===== src/hdl/dcsp_pkg.sv =====
/*
  Constants, register map and types for the dual channel serial port.
  Assumes a single mclk domain at 250 MHz and an APB register slave.
*/
// How it works
// RULE1 - Internal clock: halve, then 4-bit up-count; code counts first, then halves
// RULE2 - Transmit MSB first on rising clock
// RULE3 - Receive MSB first on falling clock
// RULE4 - Frame sync high brackets every transfer
// RULE5 - Frame done gives one-cycle low pulse
// RULE6 - Disabled port drives and starts nothing
// RULE7 - Clock and sync each internal or external
// RULE8 - External timing paces the shifting
// RULE9 - Transmit and receive in same frame
// RULE10 - Register pair per channel, own sync
// RULE11 - 8/16-bit uses first register; stereo all; code sends 8/16-bit from the second (load) register, receives into the first
// RULE12 - Two control words split the controls
// RULE13 - Optional mu-law compression in 8-bit transmit
// RULE14 - 16-bit linear passes data unchanged
// RULE15 - Stereo frame is 64 bits, four words
// RULE16 - Written load word goes out next frame
// RULE17 - Control pair loaded by two writes
// RULE18 - Internal sync high exactly frame length
package dcsp_pkg;
  localparam int ADDR_W = 8;
  localparam int DATA_W = 32;
  localparam int WORD_W = 16;
  localparam int FRAME_W = 64;

  // Data words: 0 ch0 hold, 1 ch0 load, 2 ch1 hold, 3 ch1 load
  localparam logic [ADDR_W-1:0] OFS_CH0_HOLD = 8'h00;
  localparam logic [ADDR_W-1:0] OFS_CH0_LOAD = 8'h04;
  localparam logic [ADDR_W-1:0] OFS_CH1_HOLD = 8'h08;
  localparam logic [ADDR_W-1:0] OFS_CH1_LOAD = 8'h0C;
  localparam logic [ADDR_W-1:0] OFS_CTRL = 8'h10;
  localparam logic [ADDR_W-1:0] OFS_WCC = 8'h14;
  localparam logic [ADDR_W-1:0] OFS_IRQ_STAT = 8'h18;
  localparam logic [ADDR_W-1:0] OFS_IRQ_MASK = 8'h1C;
  localparam logic [ADDR_W-1:0] OFS_STATUS = 8'h20;
  localparam logic [ADDR_W-1:0] DATA_OFS [4] = '{OFS_CH0_HOLD, OFS_CH0_LOAD,
                                                 OFS_CH1_HOLD, OFS_CH1_LOAD};

  // serial_port_control fields
  localparam int CTL_MODE_LSB = 0;
  localparam int CTL_FS_INT = 2;
  localparam int CTL_CH0_EN = 3;
  // waitstate_clock_control fields
  localparam int WCC_PS_LSB = 0;
  localparam int WCC_SCLK_INT = 4;
  localparam int WCC_CH1_EN = 5;
  localparam int WCC_WAIT_LSB = 8;

  localparam logic [WORD_W-1:0] CTRL_RST = 16'h0000;
  localparam logic [WORD_W-1:0] WCC_RST = 16'h0001;
  localparam logic [WORD_W-1:0] WORD_RST = 16'h0000;

  localparam logic [1:0] MODE_PCM8 = 2'h0;
  localparam logic [1:0] MODE_ULAW8 = 2'h1;
  localparam logic [1:0] MODE_LIN16 = 2'h2;
  localparam logic [1:0] MODE_STEREO = 2'h3;

  localparam logic [6:0] LEN_8 = 7'h08;
  localparam logic [6:0] LEN_16 = 7'h10;
  localparam logic [6:0] LEN_64 = 7'h40;

  localparam int IRQ_CH0 = 0;
  localparam int IRQ_CH1 = 1;

  localparam logic [15:0] ULAW_CLIP = 16'h7F7B;
  localparam logic [15:0] ULAW_BIAS = 16'h0084;

  typedef enum logic [2:0] {
    ST_IDLE = 3'b001,
    ST_SHIFT = 3'b010,
    ST_DONE = 3'b100
  } dcsp_state_e;

  function automatic logic [6:0] frame_len(input logic [1:0] mode);
    case (mode)
      MODE_LIN16: frame_len = LEN_16;
      MODE_STEREO: frame_len = LEN_64;
      default: frame_len = LEN_8;
    endcase
  endfunction
endpackage


===== src/hdl/dcsp_prescaler.sv =====
/*
  Serial clock generator: mclk divided by a 4-bit value, then halved.
  Assumes run is synchronous to mclk; a prescale of zero divides by 16.
*/
`timescale 1ns/10ps
module dcsp_prescaler (
  input wire logic mclk,
  input wire logic reset,
  input wire logic run,
  input wire logic [3:0] ps,
  output logic sclk_lvl,
  output logic sclk_rise,
  output logic sclk_fall
);
  logic [3:0] cnt_r;
  logic tick;

  // RULE1 up-counter prescaler
  assign tick = run && (cnt_r == 4'(ps - 4'h1));

  always_ff @(posedge mclk or posedge reset) begin
    if (reset) begin
      cnt_r <= 4'h0;
    end else if (!run || tick) begin
      cnt_r <= 4'h0;
    end else begin
      cnt_r <= 4'(cnt_r + 4'h1);
    end
  end

  // RULE1 divide by two
  always_ff @(posedge mclk or posedge reset) begin
    if (reset) begin
      sclk_lvl <= 1'b0;
    end else if (!run) begin
      sclk_lvl <= 1'b0;
    end else if (tick) begin
      sclk_lvl <= ~sclk_lvl;
    end
  end

  assign sclk_rise = tick && !sclk_lvl;
  assign sclk_fall = tick && sclk_lvl;
endmodule


===== src/hdl/dcsp_ulaw.sv =====
/*
  Linear 16-bit to 8-bit mu-law compressor, purely combinational.
  Assumes two's complement input; expansion is left to software.
*/
`timescale 1ns/10ps
module dcsp_ulaw (
  input wire logic [15:0] lin,
  output logic [7:0] code
);
  import dcsp_pkg::*;
  logic sign;
  logic [15:0] mag;
  logic [15:0] biased;
  logic [2:0] expo;
  logic [15:0] shifted;

  // RULE13 mu-law compression
  always_comb begin
    sign = lin[15];
    mag = sign ? 16'(~lin + 16'h0001) : lin;
    if (mag > ULAW_CLIP) begin
      mag = ULAW_CLIP;
    end
    biased = 16'(mag + ULAW_BIAS);
    expo = 3'h0;
    for (int i = 0; i < 8; i++) begin
      if (biased[7 + i]) begin
        expo = 3'(i);
      end
    end
    // Four bits wide so segment 5 and up do not wrap the shift
    shifted = biased >> ({1'b0, expo} + 4'h3);
    code = ~{sign, expo, shifted[3:0]};
  end
endmodule


===== src/hdl/dcsp_serial_port.sv =====
/*
  Dual channel serial port with APB registers, frame engine and interrupt.
  Assumes all pins are synchronous to mclk; external serial clock and
  frame syncs are sampled and edge-detected, so they must run well below
  mclk/4.
*/
// The APB slave port and the address map were left to the implementer.
`timescale 1ns/10ps
module dcsp_serial_port (
  input wire logic mclk,
  input wire logic reset,
  input wire logic [dcsp_pkg::ADDR_W-1:0] paddr,
  input wire logic psel,
  input wire logic penable,
  input wire logic pwrite,
  input wire logic [dcsp_pkg::DATA_W-1:0] pwdata,
  output logic [dcsp_pkg::DATA_W-1:0] prdata,
  output logic pready,
  output logic pslverr,
  input wire logic sclk_in,
  output logic sclk_out,
  output logic sclk_oe_n,
  input wire logic frame_sync_ch0_in,
  output logic frame_sync_ch0_out,
  output logic frame_sync_ch0_oe_n,
  input wire logic frame_sync_ch1_in,
  output logic frame_sync_ch1_out,
  output logic frame_sync_ch1_oe_n,
  output logic txd,
  output logic txd_oe_n,
  input wire logic rxd,
  output logic irq,
  output logic serial_port_irq_n
);
  import dcsp_pkg::*;

  logic [WORD_W-1:0] ctl_r;
  logic [WORD_W-1:0] wcc_r;
  logic [WORD_W-1:0] tx_word_r [4];
  logic [WORD_W-1:0] rx_word_r [4];
  logic [1:0] irq_stat_r;
  logic [1:0] irq_mask_r;
  dcsp_state_e state_r;
  logic ch_r;
  logic next_ch_r;
  logic [6:0] bit_cnt_r;
  logic [FRAME_W-1:0] tx_sh_r;
  logic [FRAME_W-1:0] rx_sh_r;
  logic [1:0] fs_out_r;
  logic txd_r;
  logic irq_pulse_r;
  logic sclk_in_r, sclk_prev_r;
  logic fs0_in_r, fs0_prev_r, fs1_in_r, fs1_prev_r;

  logic wr_en, rd_setup, addr_ok;
  logic [1:0] mode;
  logic fs_int, sclk_int, ch0_en, ch1_en, port_en, stereo;
  logic [6:0] len;
  logic p_lvl, p_rise, p_fall;
  logic sck_rise, sck_fall;
  logic start, start_ch;
  logic ext_fs_cur;
  logic last_bit;
  logic [FRAME_W-1:0] tx_frame;
  logic [7:0] ulaw_code;
  logic [WORD_W-1:0] lin_word;
  logic [DATA_W-1:0] rd_val;

  // APB decode
  assign wr_en = psel && penable && pwrite;
  assign rd_setup = psel && !penable;
  // Answer always in the first access cycle
  assign pready = 1'b1;

  always_comb begin
    addr_ok = 1'b1;
    rd_val = '0;
    case (paddr)
      OFS_CH0_HOLD: rd_val = {16'h0000, rx_word_r[0]};
      OFS_CH0_LOAD: rd_val = {16'h0000, rx_word_r[1]};
      OFS_CH1_HOLD: rd_val = {16'h0000, rx_word_r[2]};
      OFS_CH1_LOAD: rd_val = {16'h0000, rx_word_r[3]};
      OFS_CTRL: rd_val = {16'h0000, ctl_r};
      OFS_WCC: rd_val = {16'h0000, wcc_r};
      OFS_IRQ_STAT: rd_val = {30'h00000000, irq_stat_r};
      OFS_IRQ_MASK: rd_val = {30'h00000000, irq_mask_r};
      OFS_STATUS: rd_val = {19'h00000, bit_cnt_r, fs_out_r, ch_r, state_r};
      default: addr_ok = 1'b0;
    endcase
  end

  // Read data sampled in setup so it comes from flip-flops
  always_ff @(posedge mclk or posedge reset) begin
    if (reset) begin
      prdata <= '0;
      pslverr <= 1'b0;
    end else if (rd_setup) begin
      prdata <= pwrite ? '0 : rd_val;
      pslverr <= !addr_ok;
    end
  end

  // RULE12 control word split
  // RULE17 pair of control writes
  always_ff @(posedge mclk or posedge reset) begin
    if (reset) begin
      ctl_r <= CTRL_RST;
      wcc_r <= WCC_RST;
    end else if (wr_en) begin
      if (paddr == OFS_CTRL) begin
        ctl_r <= pwdata[WORD_W-1:0];
      end
      if (paddr == OFS_WCC) begin
        wcc_r <= pwdata[WORD_W-1:0];
      end
    end
  end

  assign mode = ctl_r[CTL_MODE_LSB +: 2];
  assign fs_int = ctl_r[CTL_FS_INT];
  assign ch0_en = ctl_r[CTL_CH0_EN];
  assign sclk_int = wcc_r[WCC_SCLK_INT];
  assign ch1_en = wcc_r[WCC_CH1_EN];
  assign stereo = (mode == MODE_STEREO);
  assign port_en = ch0_en || (ch1_en && !stereo);
  assign len = frame_len(mode);

  // RULE16 load words written by software
  // RULE10 one register pair per channel
  generate
    for (genvar g = 0; g < 4; g++) begin : g_words
      always_ff @(posedge mclk or posedge reset) begin
        if (reset) begin
          tx_word_r[g] <= WORD_RST;
        end else if (wr_en && paddr == DATA_OFS[g]) begin
          tx_word_r[g] <= pwdata[WORD_W-1:0];
        end
      end

      // RULE11 received word placement
      always_ff @(posedge mclk or posedge reset) begin
        if (reset) begin
          rx_word_r[g] <= WORD_RST;
        end else if (state_r == ST_DONE) begin
          if (stereo) begin
            rx_word_r[g] <= rx_sh_r[FRAME_W-1-WORD_W*g -: WORD_W];
          end else if (g == 2 * int'(ch_r)) begin
            rx_word_r[g] <= (mode == MODE_LIN16) ? rx_sh_r[WORD_W-1:0]
                                                 : {8'h00, rx_sh_r[7:0]};
          end
        end
      end
    end
  endgenerate

  // Pin samplers; inputs are already synchronous
  always_ff @(posedge mclk or posedge reset) begin
    if (reset) begin
      sclk_in_r <= 1'b0;
      sclk_prev_r <= 1'b0;
      fs0_in_r <= 1'b0;
      fs0_prev_r <= 1'b0;
      fs1_in_r <= 1'b0;
      fs1_prev_r <= 1'b0;
    end else begin
      sclk_in_r <= sclk_in;
      sclk_prev_r <= sclk_in_r;
      fs0_in_r <= frame_sync_ch0_in;
      fs0_prev_r <= fs0_in_r;
      fs1_in_r <= frame_sync_ch1_in;
      fs1_prev_r <= fs1_in_r;
    end
  end

  dcsp_prescaler u_presc (
    .mclk(mclk),
    .reset(reset),
    .run(port_en && sclk_int),
    .ps(wcc_r[WCC_PS_LSB +: 4]),
    .sclk_lvl(p_lvl),
    .sclk_rise(p_rise),
    .sclk_fall(p_fall)
  );

  // RULE7 clock source select
  // RULE8 external clock paces shifting
  assign sck_rise = port_en && (sclk_int ? p_rise : (sclk_in_r && !sclk_prev_r));
  assign sck_fall = port_en && (sclk_int ? p_fall : (!sclk_in_r && sclk_prev_r));

  // Transmit frame assembly
  assign lin_word = tx_word_r[{ch_sel(start_ch), 1'b1}];

  function automatic logic ch_sel(input logic c);
    ch_sel = c;
  endfunction

  dcsp_ulaw u_ulaw (
    .lin(lin_word),
    .code(ulaw_code)
  );

  always_comb begin
    case (mode)
      // RULE13 compressed byte
      MODE_ULAW8: tx_frame = {ulaw_code, 56'h0};
      // RULE14 linear, uncompressed
      MODE_LIN16: tx_frame = {lin_word, 48'h0};
      // RULE15 64-bit stereo frame
      MODE_STEREO: tx_frame = {tx_word_r[0], tx_word_r[1], tx_word_r[2], tx_word_r[3]};
      default: tx_frame = {lin_word[7:0], 56'h0};
    endcase
  end

  // Frame start: internal sync alternates channels, external waits for edge
  always_comb begin
    start = 1'b0;
    start_ch = 1'b0;
    if (fs_int) begin
      start_ch = !stereo && ch1_en && (next_ch_r || !ch0_en);
      start = sck_fall;
    end else if (fs0_in_r && !fs0_prev_r && ch0_en) begin
      start = 1'b1;
    end else if (fs1_in_r && !fs1_prev_r && ch1_en && !stereo) begin
      start = 1'b1;
      start_ch = 1'b1;
    end
  end

  assign ext_fs_cur = ch_r ? fs1_in_r : fs0_in_r;
  assign last_bit = (bit_cnt_r == 7'(len - 7'h01));

  // RULE6 nothing starts while disabled
  // RULE4 sync encloses the data
  always_ff @(posedge mclk or posedge reset) begin
    if (reset) begin
      state_r <= ST_IDLE;
      ch_r <= 1'b0;
      bit_cnt_r <= 7'h00;
    end else begin
      case (state_r)
        ST_IDLE: begin
          bit_cnt_r <= 7'h00;
          if (port_en && start) begin
            state_r <= ST_SHIFT;
            ch_r <= start_ch;
          end
        end
        ST_SHIFT: begin
          if (!port_en || (!fs_int && !ext_fs_cur)) begin
            state_r <= ST_IDLE;
          end else if (sck_fall) begin
            bit_cnt_r <= 7'(bit_cnt_r + 7'h01);
            if (last_bit) begin
              state_r <= ST_DONE;
            end
          end
        end
        ST_DONE: begin
          state_r <= ST_IDLE;
        end
        default: begin
          state_r <= ST_IDLE;
        end
      endcase
    end
  end

  always_ff @(posedge mclk or posedge reset) begin
    if (reset) begin
      next_ch_r <= 1'b0;
    end else if (state_r == ST_DONE) begin
      next_ch_r <= !ch_r;
    end
  end

  // RULE18 internal sync lasts frame length
  always_ff @(posedge mclk or posedge reset) begin
    if (reset) begin
      fs_out_r <= 2'b00;
    end else if (state_r == ST_IDLE && port_en && start && fs_int) begin
      fs_out_r <= start_ch ? 2'b10 : 2'b01;
    end else if (state_r != ST_SHIFT || !port_en || (sck_fall && last_bit)) begin
      fs_out_r <= 2'b00;
    end
  end

  // RULE2 MSB first on rising edge
  // RULE9 full duplex shift registers
  always_ff @(posedge mclk or posedge reset) begin
    if (reset) begin
      tx_sh_r <= '0;
      txd_r <= 1'b0;
    end else if (state_r == ST_IDLE && port_en && start) begin
      tx_sh_r <= tx_frame;
      txd_r <= 1'b0;
    end else if (state_r == ST_SHIFT && sck_rise) begin
      txd_r <= tx_sh_r[FRAME_W-1];
      tx_sh_r <= {tx_sh_r[FRAME_W-2:0], 1'b0};
    end else if (state_r != ST_SHIFT) begin
      txd_r <= 1'b0;
    end
  end

  // RULE3 sample on falling edge
  always_ff @(posedge mclk or posedge reset) begin
    if (reset) begin
      rx_sh_r <= '0;
    end else if (state_r == ST_SHIFT && sck_fall) begin
      rx_sh_r <= {rx_sh_r[FRAME_W-2:0], rxd};
    end
  end

  // RULE5 one-cycle low completion pulse
  always_ff @(posedge mclk or posedge reset) begin
    if (reset) begin
      irq_pulse_r <= 1'b0;
    end else begin
      irq_pulse_r <= (state_r == ST_DONE);
    end
  end
  assign serial_port_irq_n = !irq_pulse_r;

  // Set wins over a same-cycle write-one clear
  always_ff @(posedge mclk or posedge reset) begin
    if (reset) begin
      irq_stat_r <= 2'b00;
      irq_mask_r <= 2'b00;
    end else begin
      if (wr_en && paddr == OFS_IRQ_MASK) begin
        irq_mask_r <= pwdata[1:0];
      end
      irq_stat_r <= (irq_stat_r & ~((wr_en && paddr == OFS_IRQ_STAT) ? pwdata[1:0] : 2'b00))
                    | ((state_r == ST_DONE) ? (ch_r ? 2'b10 : 2'b01) : 2'b00);
    end
  end
  assign irq = |(irq_stat_r & irq_mask_r);

  // RULE6 no drive while disabled
  assign sclk_out = p_lvl;
  assign sclk_oe_n = !(port_en && sclk_int);
  assign frame_sync_ch0_out = fs_out_r[0];
  assign frame_sync_ch0_oe_n = !(port_en && fs_int && ch0_en);
  assign frame_sync_ch1_out = fs_out_r[1];
  assign frame_sync_ch1_oe_n = !(port_en && fs_int && ch1_en && !stereo);
  assign txd = txd_r;
  assign txd_oe_n = !port_en;
endmodule


===== config.mk =====
export PLATFORM = sky130hd
export DESIGN_NAME = dcsp_serial_port
export DESIGN_NICKNAME = d
export VERILOG_FILES = /design/src/hdl/dcsp_pkg.sv /design/src/hdl/dcsp_prescaler.sv /design/src/hdl/dcsp_ulaw.sv /design/src/hdl/dcsp_serial_port.sv
export SDC_FILE = /design/constraint.sdc
export NUM_CORES = 1
export LEC_CHECK = 0
export ABC_CLOCK_PERIOD_IN_PS = 28800
export BUFFER_PORTS_ARGS = -buffer_cell sky130_fd_sc_hd__buf_4
export CAP_MARGIN = 30
export CELL_PAD_IN_SITES_DETAIL_PLACEMENT = 1
export CELL_PAD_IN_SITES_GLOBAL_PLACEMENT = 2
export CORE_MARGIN = 2
export CORE_UTILIZATION = 44
export DETAILED_ROUTE_END_ITERATION = 10
export GPL_ROUTABILITY_DRIVEN = 0
export PLACE_DENSITY_LB_ADDON = 0.12
export SYNTH_ARGS = -nofsm -noshare
export SYNTH_HDL_FRONTEND = slang
export SYNTH_HIERARCHICAL = 1
export SYNTH_SLANG_ARGS = --single-unit

===== constraint.sdc =====
create_clock -name mclk -period 28.8 [get_ports mclk]
set_input_delay 1.44 -clock mclk [delete_from_list [all_inputs] [get_ports mclk]]
set_output_delay 1.44 -clock mclk [all_outputs]
set_load 0.05 [all_outputs]

-- After elaboration in Yosys (flattened, before gate mapping)
Index checks and enable logic that the tools add are counted.
- register bits after elaboration: 352
- input bits: 49
- output and inout bits: 44
- logic and storage cells: 203
- add/subtract/negate cells: 7
- order comparisons: 2
- equality and inequality tests: 23
- shift-type cells: 1
- multiplexer cells: 54
- bitwise gates (word level): 8
- reduce and logical (&&, ||, !) cells: 77
- operators with widths (operator ; number):
    $pmux W64 S3 ; 1
    $mux W16 ; 11
    $pmux W16 S9 ; 1
    $mux W64 ; 2
    $logic_and A1 B1 Y1 ; 36
    $bmux W16 S2 ; 1
    $eq A8 B5 Y1 const B ; 4
    $logic_not A32 Y1 ; 1
    $mux W32 ; 1
    $pmux W7 S2 ; 2
    $mux W3 ; 8
    $logic_not A1 Y1 ; 17
    $add A16 B1 Y16 const B ; 1
    $add A16 B8 Y16 const B ; 1
    $eq A8 B4 Y1 const B ; 2
    $gt A16 B15 Y1 const B ; 1
    $mux W2 ; 8
    $not A16 Y16 ; 1
    $shr A16 B4 Y4 ; 1
    $mux W1 ; 15
    $mux W7 ; 2
    $reduce_and A2 Y1 ; 6
    $reduce_bool A2 Y1 ; 5
    $reduce_or A9 Y1 ; 1
    other kinds (31) ; 43

-- Longest topological paths before layout
- depth in word-level cells: 29
- mapped depth: 33
- depth with buffers taken out: 28

-- Modules after synthesis
Netlist, hierarchy kept.
- by module, submodules not included (module ; times used ; cells an instance ; area each (µm²) ; sequential area each (µm²)):
    dcsp_serial_port ; 1 ; 1327 ; 15130.8 ; 8285.4
    dcsp_ulaw ; 1 ; 193 ; 1382.6 ; 0.0
    dcsp_prescaler ; 1 ; 32 ; 321.6 ; 125.1

-- Worst setup path before layout
OpenSTA, ideal clock, no wires.
- kind: flip-flop to flip-flop
- from: register ctl_r[3]
- to: register tx_sh_r[56]
- library setup time: 0.118 ns
- arrival: 6.894 ns
- data required time: 28.682 ns
- path slack: 21.788 ns
- cell stages (with the launch flop): 31
- path buffers: 4
- period minus slack after synthesis: 7.012 ns
- cells stage by stage: dfrtp_1 > buf_4 > and3b_1 > nor4bb_4 > or2_1 > buf_6 > buf_8 > mux2i_1 > inv_1 > or4_1 > buf_4 > o41ai_2 > xor2_2 > nor4_2 > and3_1 > nand2b_1 > nor2_1 > ha_1 > a2111oi_1 > a31oi_2 > a211oi_2 > o31ai_2 > a21o_1 > a211oi_4 > mux2_1 > mux2i_1 > o22ai_1 > inv_1 > a21oi_1 > a221o_1 > a21o_1
- word-level cells in the longest chain between the ends: 26
- elaborated cells between the ends (all ways): 43
- those cells by class: 3 x add/sub; 1 x order compare; 1 x shift; 20 x mux; 3 x bitwise; 15 x reduce/logical
- ends and longest elaborated chain (element ; RTL line ; RTL):
    start, declared ; dcsp_serial_port.sv:37 ; logic [WORD_W-1:0] ctl_r;
    start signal, assigned ; dcsp_serial_port.sv:111 ; ctl_r <= pwdata[WORD_W-1:0];
    $logic_not A1 Y1 ; dcsp_serial_port.sv:219 ; start_ch = !stereo && ch1_en && (next_ch_r || !ch0_en);
    $logic_or A1 B1 Y1 ; dcsp_serial_port.sv:219 ;
    $logic_and A1 B1 Y1 ; dcsp_serial_port.sv:219 ;
    $mux W1 (*) ; dcsp_serial_port.sv:218 ; if (fs_int) begin
    $not A2 Y3 (implied by the code) (*) ; dcsp_serial_port.sv:191 ; assign lin_word = tx_word_r[{ch_sel(start_ch), 1'b1}];
    $bmux W16 S2 (*) ; dcsp_serial_port.sv:191 ;
    $mux W16 (implied by the code) (*) (2 in series) ; dcsp_serial_port.sv:191 ;
    net lin_word[4] ; dcsp_serial_port.sv:66 ; logic [WORD_W-1:0] lin_word;
    [... 7 more ...] ; -- ;
    $mux W2 (2 in series) ; dcsp_ulaw.sv:27 ; if (biased[7 + i]) begin
    $mux W3 (4 in series) ; dcsp_ulaw.sv:27 ;
    $add A3 B2 Y4 ; dcsp_ulaw.sv:32 ; shifted = biased >> ({1'b0, expo} + 4'h3);
    $shr A16 B4 Y4 (*) ; dcsp_ulaw.sv:32 ;
    $not A8 Y8 (*) ; dcsp_ulaw.sv:33 ; code = ~{sign, expo, shifted[3:0]};
    net ulaw_code[0] ; dcsp_serial_port.sv:65 ; logic [7:0] ulaw_code;
    $pmux W64 S3 (*) ; dcsp_serial_port.sv:203 ; case (mode)
    $mux W64 (*) ; dcsp_serial_port.sv:293 ; end else if (state_r == ST_IDLE && port_en && start) begin
    end signal, assigned ; dcsp_serial_port.sv:294 ; tx_sh_r <= tx_frame;
    end signal, assigned ; dcsp_serial_port.sv:298 ; tx_sh_r <= {tx_sh_r[FRAME_W-2:0], 1'b0};
    end, declared ; dcsp_serial_port.sv:47 ; logic [FRAME_W-1:0] tx_sh_r;
The timed path passes the listed nets; every way through them passes the cells marked *. The select of a mux whose other input is x is not followed.
A chain may end at the register's enable or synchronous reset.

-- Final worst setup path
Same ends and word-level chain as after synthesis.

==> out/results.ini <==
[global_routing]
met2_usage = 0.433
antenna_found_initial = 1
grt_pass1_wl_um = 77600
met3_usage = 0.0326
grt_pass1_vias = 13100
overflow = 0
grt_max_degree = 123
grt.met1_usage = 0.344
grt_usage = 0.256
busiest_layer = met2

[worst_setup_path]
cp-startpoint = ctl_r[3]
crit_path_end = tx_sh_r[56]
rr_startpoint = ctl_r[3]
r2r_cells = 27
cp.depth = 27
worst_setup_path_start_kind = register
cp_top_family = simple AND/OR/NAND/NOR gates
crit_fanout = 10
rrSetupSlack_ns = 19.81
end_kind = register
critPathRequiredTime_ns = 29.25
regToRegEndpoint = tx_sh_r[56]
cp_slowest_stage_delay_ns = 0.79
arrival_ns = 9.43
crit_type = register to register
crit_buf_inv = 3
slowest_stage = or4_1

[clocking]
clkLatencyLatePin_ns = 0.56
clockBufferDepth = 3
cts_inserted_buffers = 40
htree_levels = 2
cts_tree = done
path_clk_slew_ns = 0.06
postCtsSetupBuffers = 0
cts_root_buf = clkbuf_16
cts.sinks = 336
hold_buffers = 0
post_cts_resized = 0

[die]
coreArea_sq_um = 37700
io_pins = 93
die_w_um = 200
floorplan.die.height_um = 200
dieArea_sq_um = 39800
start_util = 0.447
rows = 71

[power_and_ir_drop]
p_comb_frac = 0.056
seqPwrFrac = 0.453
peakVddDrop_uv = 54.3
power.internal_mw = 0.811
p_sw_frac = 0.234
power_frac_clock = 0.491
p_sw_mw = 0.248
power.density_nw_per_um2 = 55.9
leakagePower_nw = 9.01
totalPowerFinal_mw = 1.06

[layout]
stdcell_count = 2113
drive_above_1_share = 0.254
final_nets = 1628
syn2layout_area_growth_pct = 12.6
final_util = 0.503
design_area_sq_um = 19000

[drt]
first_iter_violations = 623
routed_wl_um = 49400
viasPerCell = 5.83
dr_total_vias = 12300
ant_nets = 0
drc = 0
drtPass1Iterations = 5
wire_per_inst_um = 23.4

[timing]
period_needed_ns = 8.99
finalSetupViolCount = 0
finalCritPeriodShare = 0.312
fin_skew_ns = 0.0149
fin_tns_setup_ns = 0
fmax_mhz = 111
hold_viol_final = 0
rsz0062_at_grt = no
worstMarginPinSlew_ns = 1.01
fin_hold_ws_ns = 0.391
slew_headroom = 0.322
maxSlewViolCount = 0
finalWorstSetupSlack_ns = 19.81

[synth]
synth-edff-count = 0
synth_seq_area_share = 0.500
syn_area_sq_um = 16800
synthSimpleGateAreaFrac = 0.116
synth_top_family_by_area = multiplexers
synthDistinctLibCells = 103
yosys.area_share.adder = 0.00372
async_flop_share = 1.00
synth_xor_xnor_area_share = 0.0153
synth-compound-area-share = 0.157
postSynthCellCount = 1552
ys_warn_count = 6
muxShareOfSynthArea = 0.164
syn_avg_cell_area_sq_um = 10.8
synth_flop_cell = dfrtp_1
synth_seq_cells = 336

[job]
drv_cap = 0

[placed_design]
place_area_sq_um = 17600
pre_cts_slack_ns = 19.75
dp_cells = 2041
hpwlAfterDp_um = 33100
portBuffers = 59

[hold_path]
hold_class = register to register

[outcome]
outcome = finished, final reports clean

-- how the worst min path moves through the flow --
| stage | start | end | depth (start not counted) |
|---|---|---|---|
| floorplan | fs0_in_r | fs0_prev_r | 0 |
| global placement | sclk_in_r | sclk_prev_r | 0 |
| detailed placement | sclk_in_r | sclk_prev_r | 0 |
| CTS | sclk_in_r | sclk_prev_r | 0 |
| global route | sclk_in_r | sclk_prev_r | 0 |
| finish | sclk_in_r | sclk_prev_r | 0 |
-- worst register-to-register path, stage by stage, from the launching register on --
cell       delay [ns]
dfrtp_1          0.52
and3b_1          0.30
nor4bb_4         0.38
or2_1            0.48
buf_4            0.35
mux2i_1          0.53
inv_1            0.29
or4_1            0.79
o41ai_2          0.54
xor2_2           0.21
nor4_2           0.57
and3_1           0.34
nand2b_1         0.21
nor2_1           0.07
ha_1             0.27
a2111oi_1        0.47
a31oi_2          0.19
a211oi_2         0.31
o31ai_2          0.16
a21o_1           0.23
a211oi_4         0.45
mux2_1           0.40
mux2i_1          0.15
o22ai_1          0.10
inv_1            0.10
a21oi_1          0.07
a221o_1          0.27
a21o_1           0.15
-- cells by family after synthesis --
kind of cell               Yosys count
buffers and inverters              149
other                                2
AOI/OAI and AO/OA                  397
and+or+nand+nor                    390
muxes                              246
xor gates and xnor gates            27
DFF                                336
adders and majority gates            5
-- power groups by stage --
stage | Combinational (mW) | Clock [mW] | Sequential [mW]
2_1_floorplan | 0.0409 | 0 | 0.488
3_3_place_gp | 0.0584 | 0 | 0.488
3_5_place_dp | 0.0590 | 0 | 0.488
4_1_cts | 0.0593 | 0.531 | 0.480
5_1_grt | 0.0649 | 0.550 | 0.480
6_report | 0.0595 | 0.520 | 0.480
-- layer usage --
metal | part of all wire | vias to the layer above
li1 | - | 5609
met4 | 0.024 | 0
met1 | 0.46 | 6448
met5 | 0 | -
met3 | 0.028 | 70
met2 | 0.49 | 196
-- sequential cells by signal, summed over array words and instances, names as in the netlist, 7 cells and up --
name and cells:
tx_sh_r 64, rx_word_r 64, bit_cnt_r 7, prdata 16, tx_word_r 64, rx_sh_r 64, wcc_r 16, ctl_r 16
-- layout make-up --
class / count / area (sq um)
repair buffers: 81 / 641
clock buffers: 61 / 1210
well taps: 511 / 639
clock inverters: 8 / 136
flip-flops and latches: 336 / 8410
multi-input cells: 1082 / 7790
diodes: 1 / 2.50
inverters: 33 / 133
fillers: 4116 / 18700
-- synth_stat cells, types with 8 or more instances --
cell,count,area [sq um]
nand2_1,179,672
a21oi_1,132,661
o22a_1,8,70.1
buf_4,23,173
nor3_1,15,75.1
buf_1,13,48.8
buf_2,18,90.1
nand2b_1,15,93.8
o21ai_1,9,45.0
clkbuf_1,54,203
and2_1,14,87.6
xor2_1,12,105
mux2_2,203,2290
xnor2_1,13,114
a31oi_1,53,332
nor4_1,8,50.1
o21ai_0,47,235
nor2_1,75,282
nand3_1,17,85.1
a22o_1,17,149
a22oi_1,33,248
mux2i_1,34,340
inv_1,31,116
dfrtp_1,334,8360
o21a_1,13,97.6
-- cells in the final DEF, fill, tap and decap left out, types with 6 or more instances in the layout --
cell       synthesis  layout
a21o_1             7       7
a21oi_1          132     131
a221o_1            7       7
a22o_1            17      17
a22oi_1           33      33
a31oi_1           53      53
and2_1            14      13
buf_4             23      79
clkbuf_1          54       9
clkbuf_16          0      41
clkbuf_8           0      11
conb_1             2      17
dfrtp_1          334     334
inv_1             31      30
mux2_2           203     203
mux2i_1           34      34
nand2_1          179     179
nand2b_1          15      15
nand3_1           17      17
nor2_1            75      75
nor2b_1            7       7
nor3_1            15      14
nor4_1             8       8
o211ai_1           7       7
o21a_1            13      13
o21ai_0           47      46
o21ai_1            9       9
o22a_1             8       8
o31ai_1            6       6
xnor2_1           13      13
xor2_1            12      12
Power figures use the tool's default switching activity.
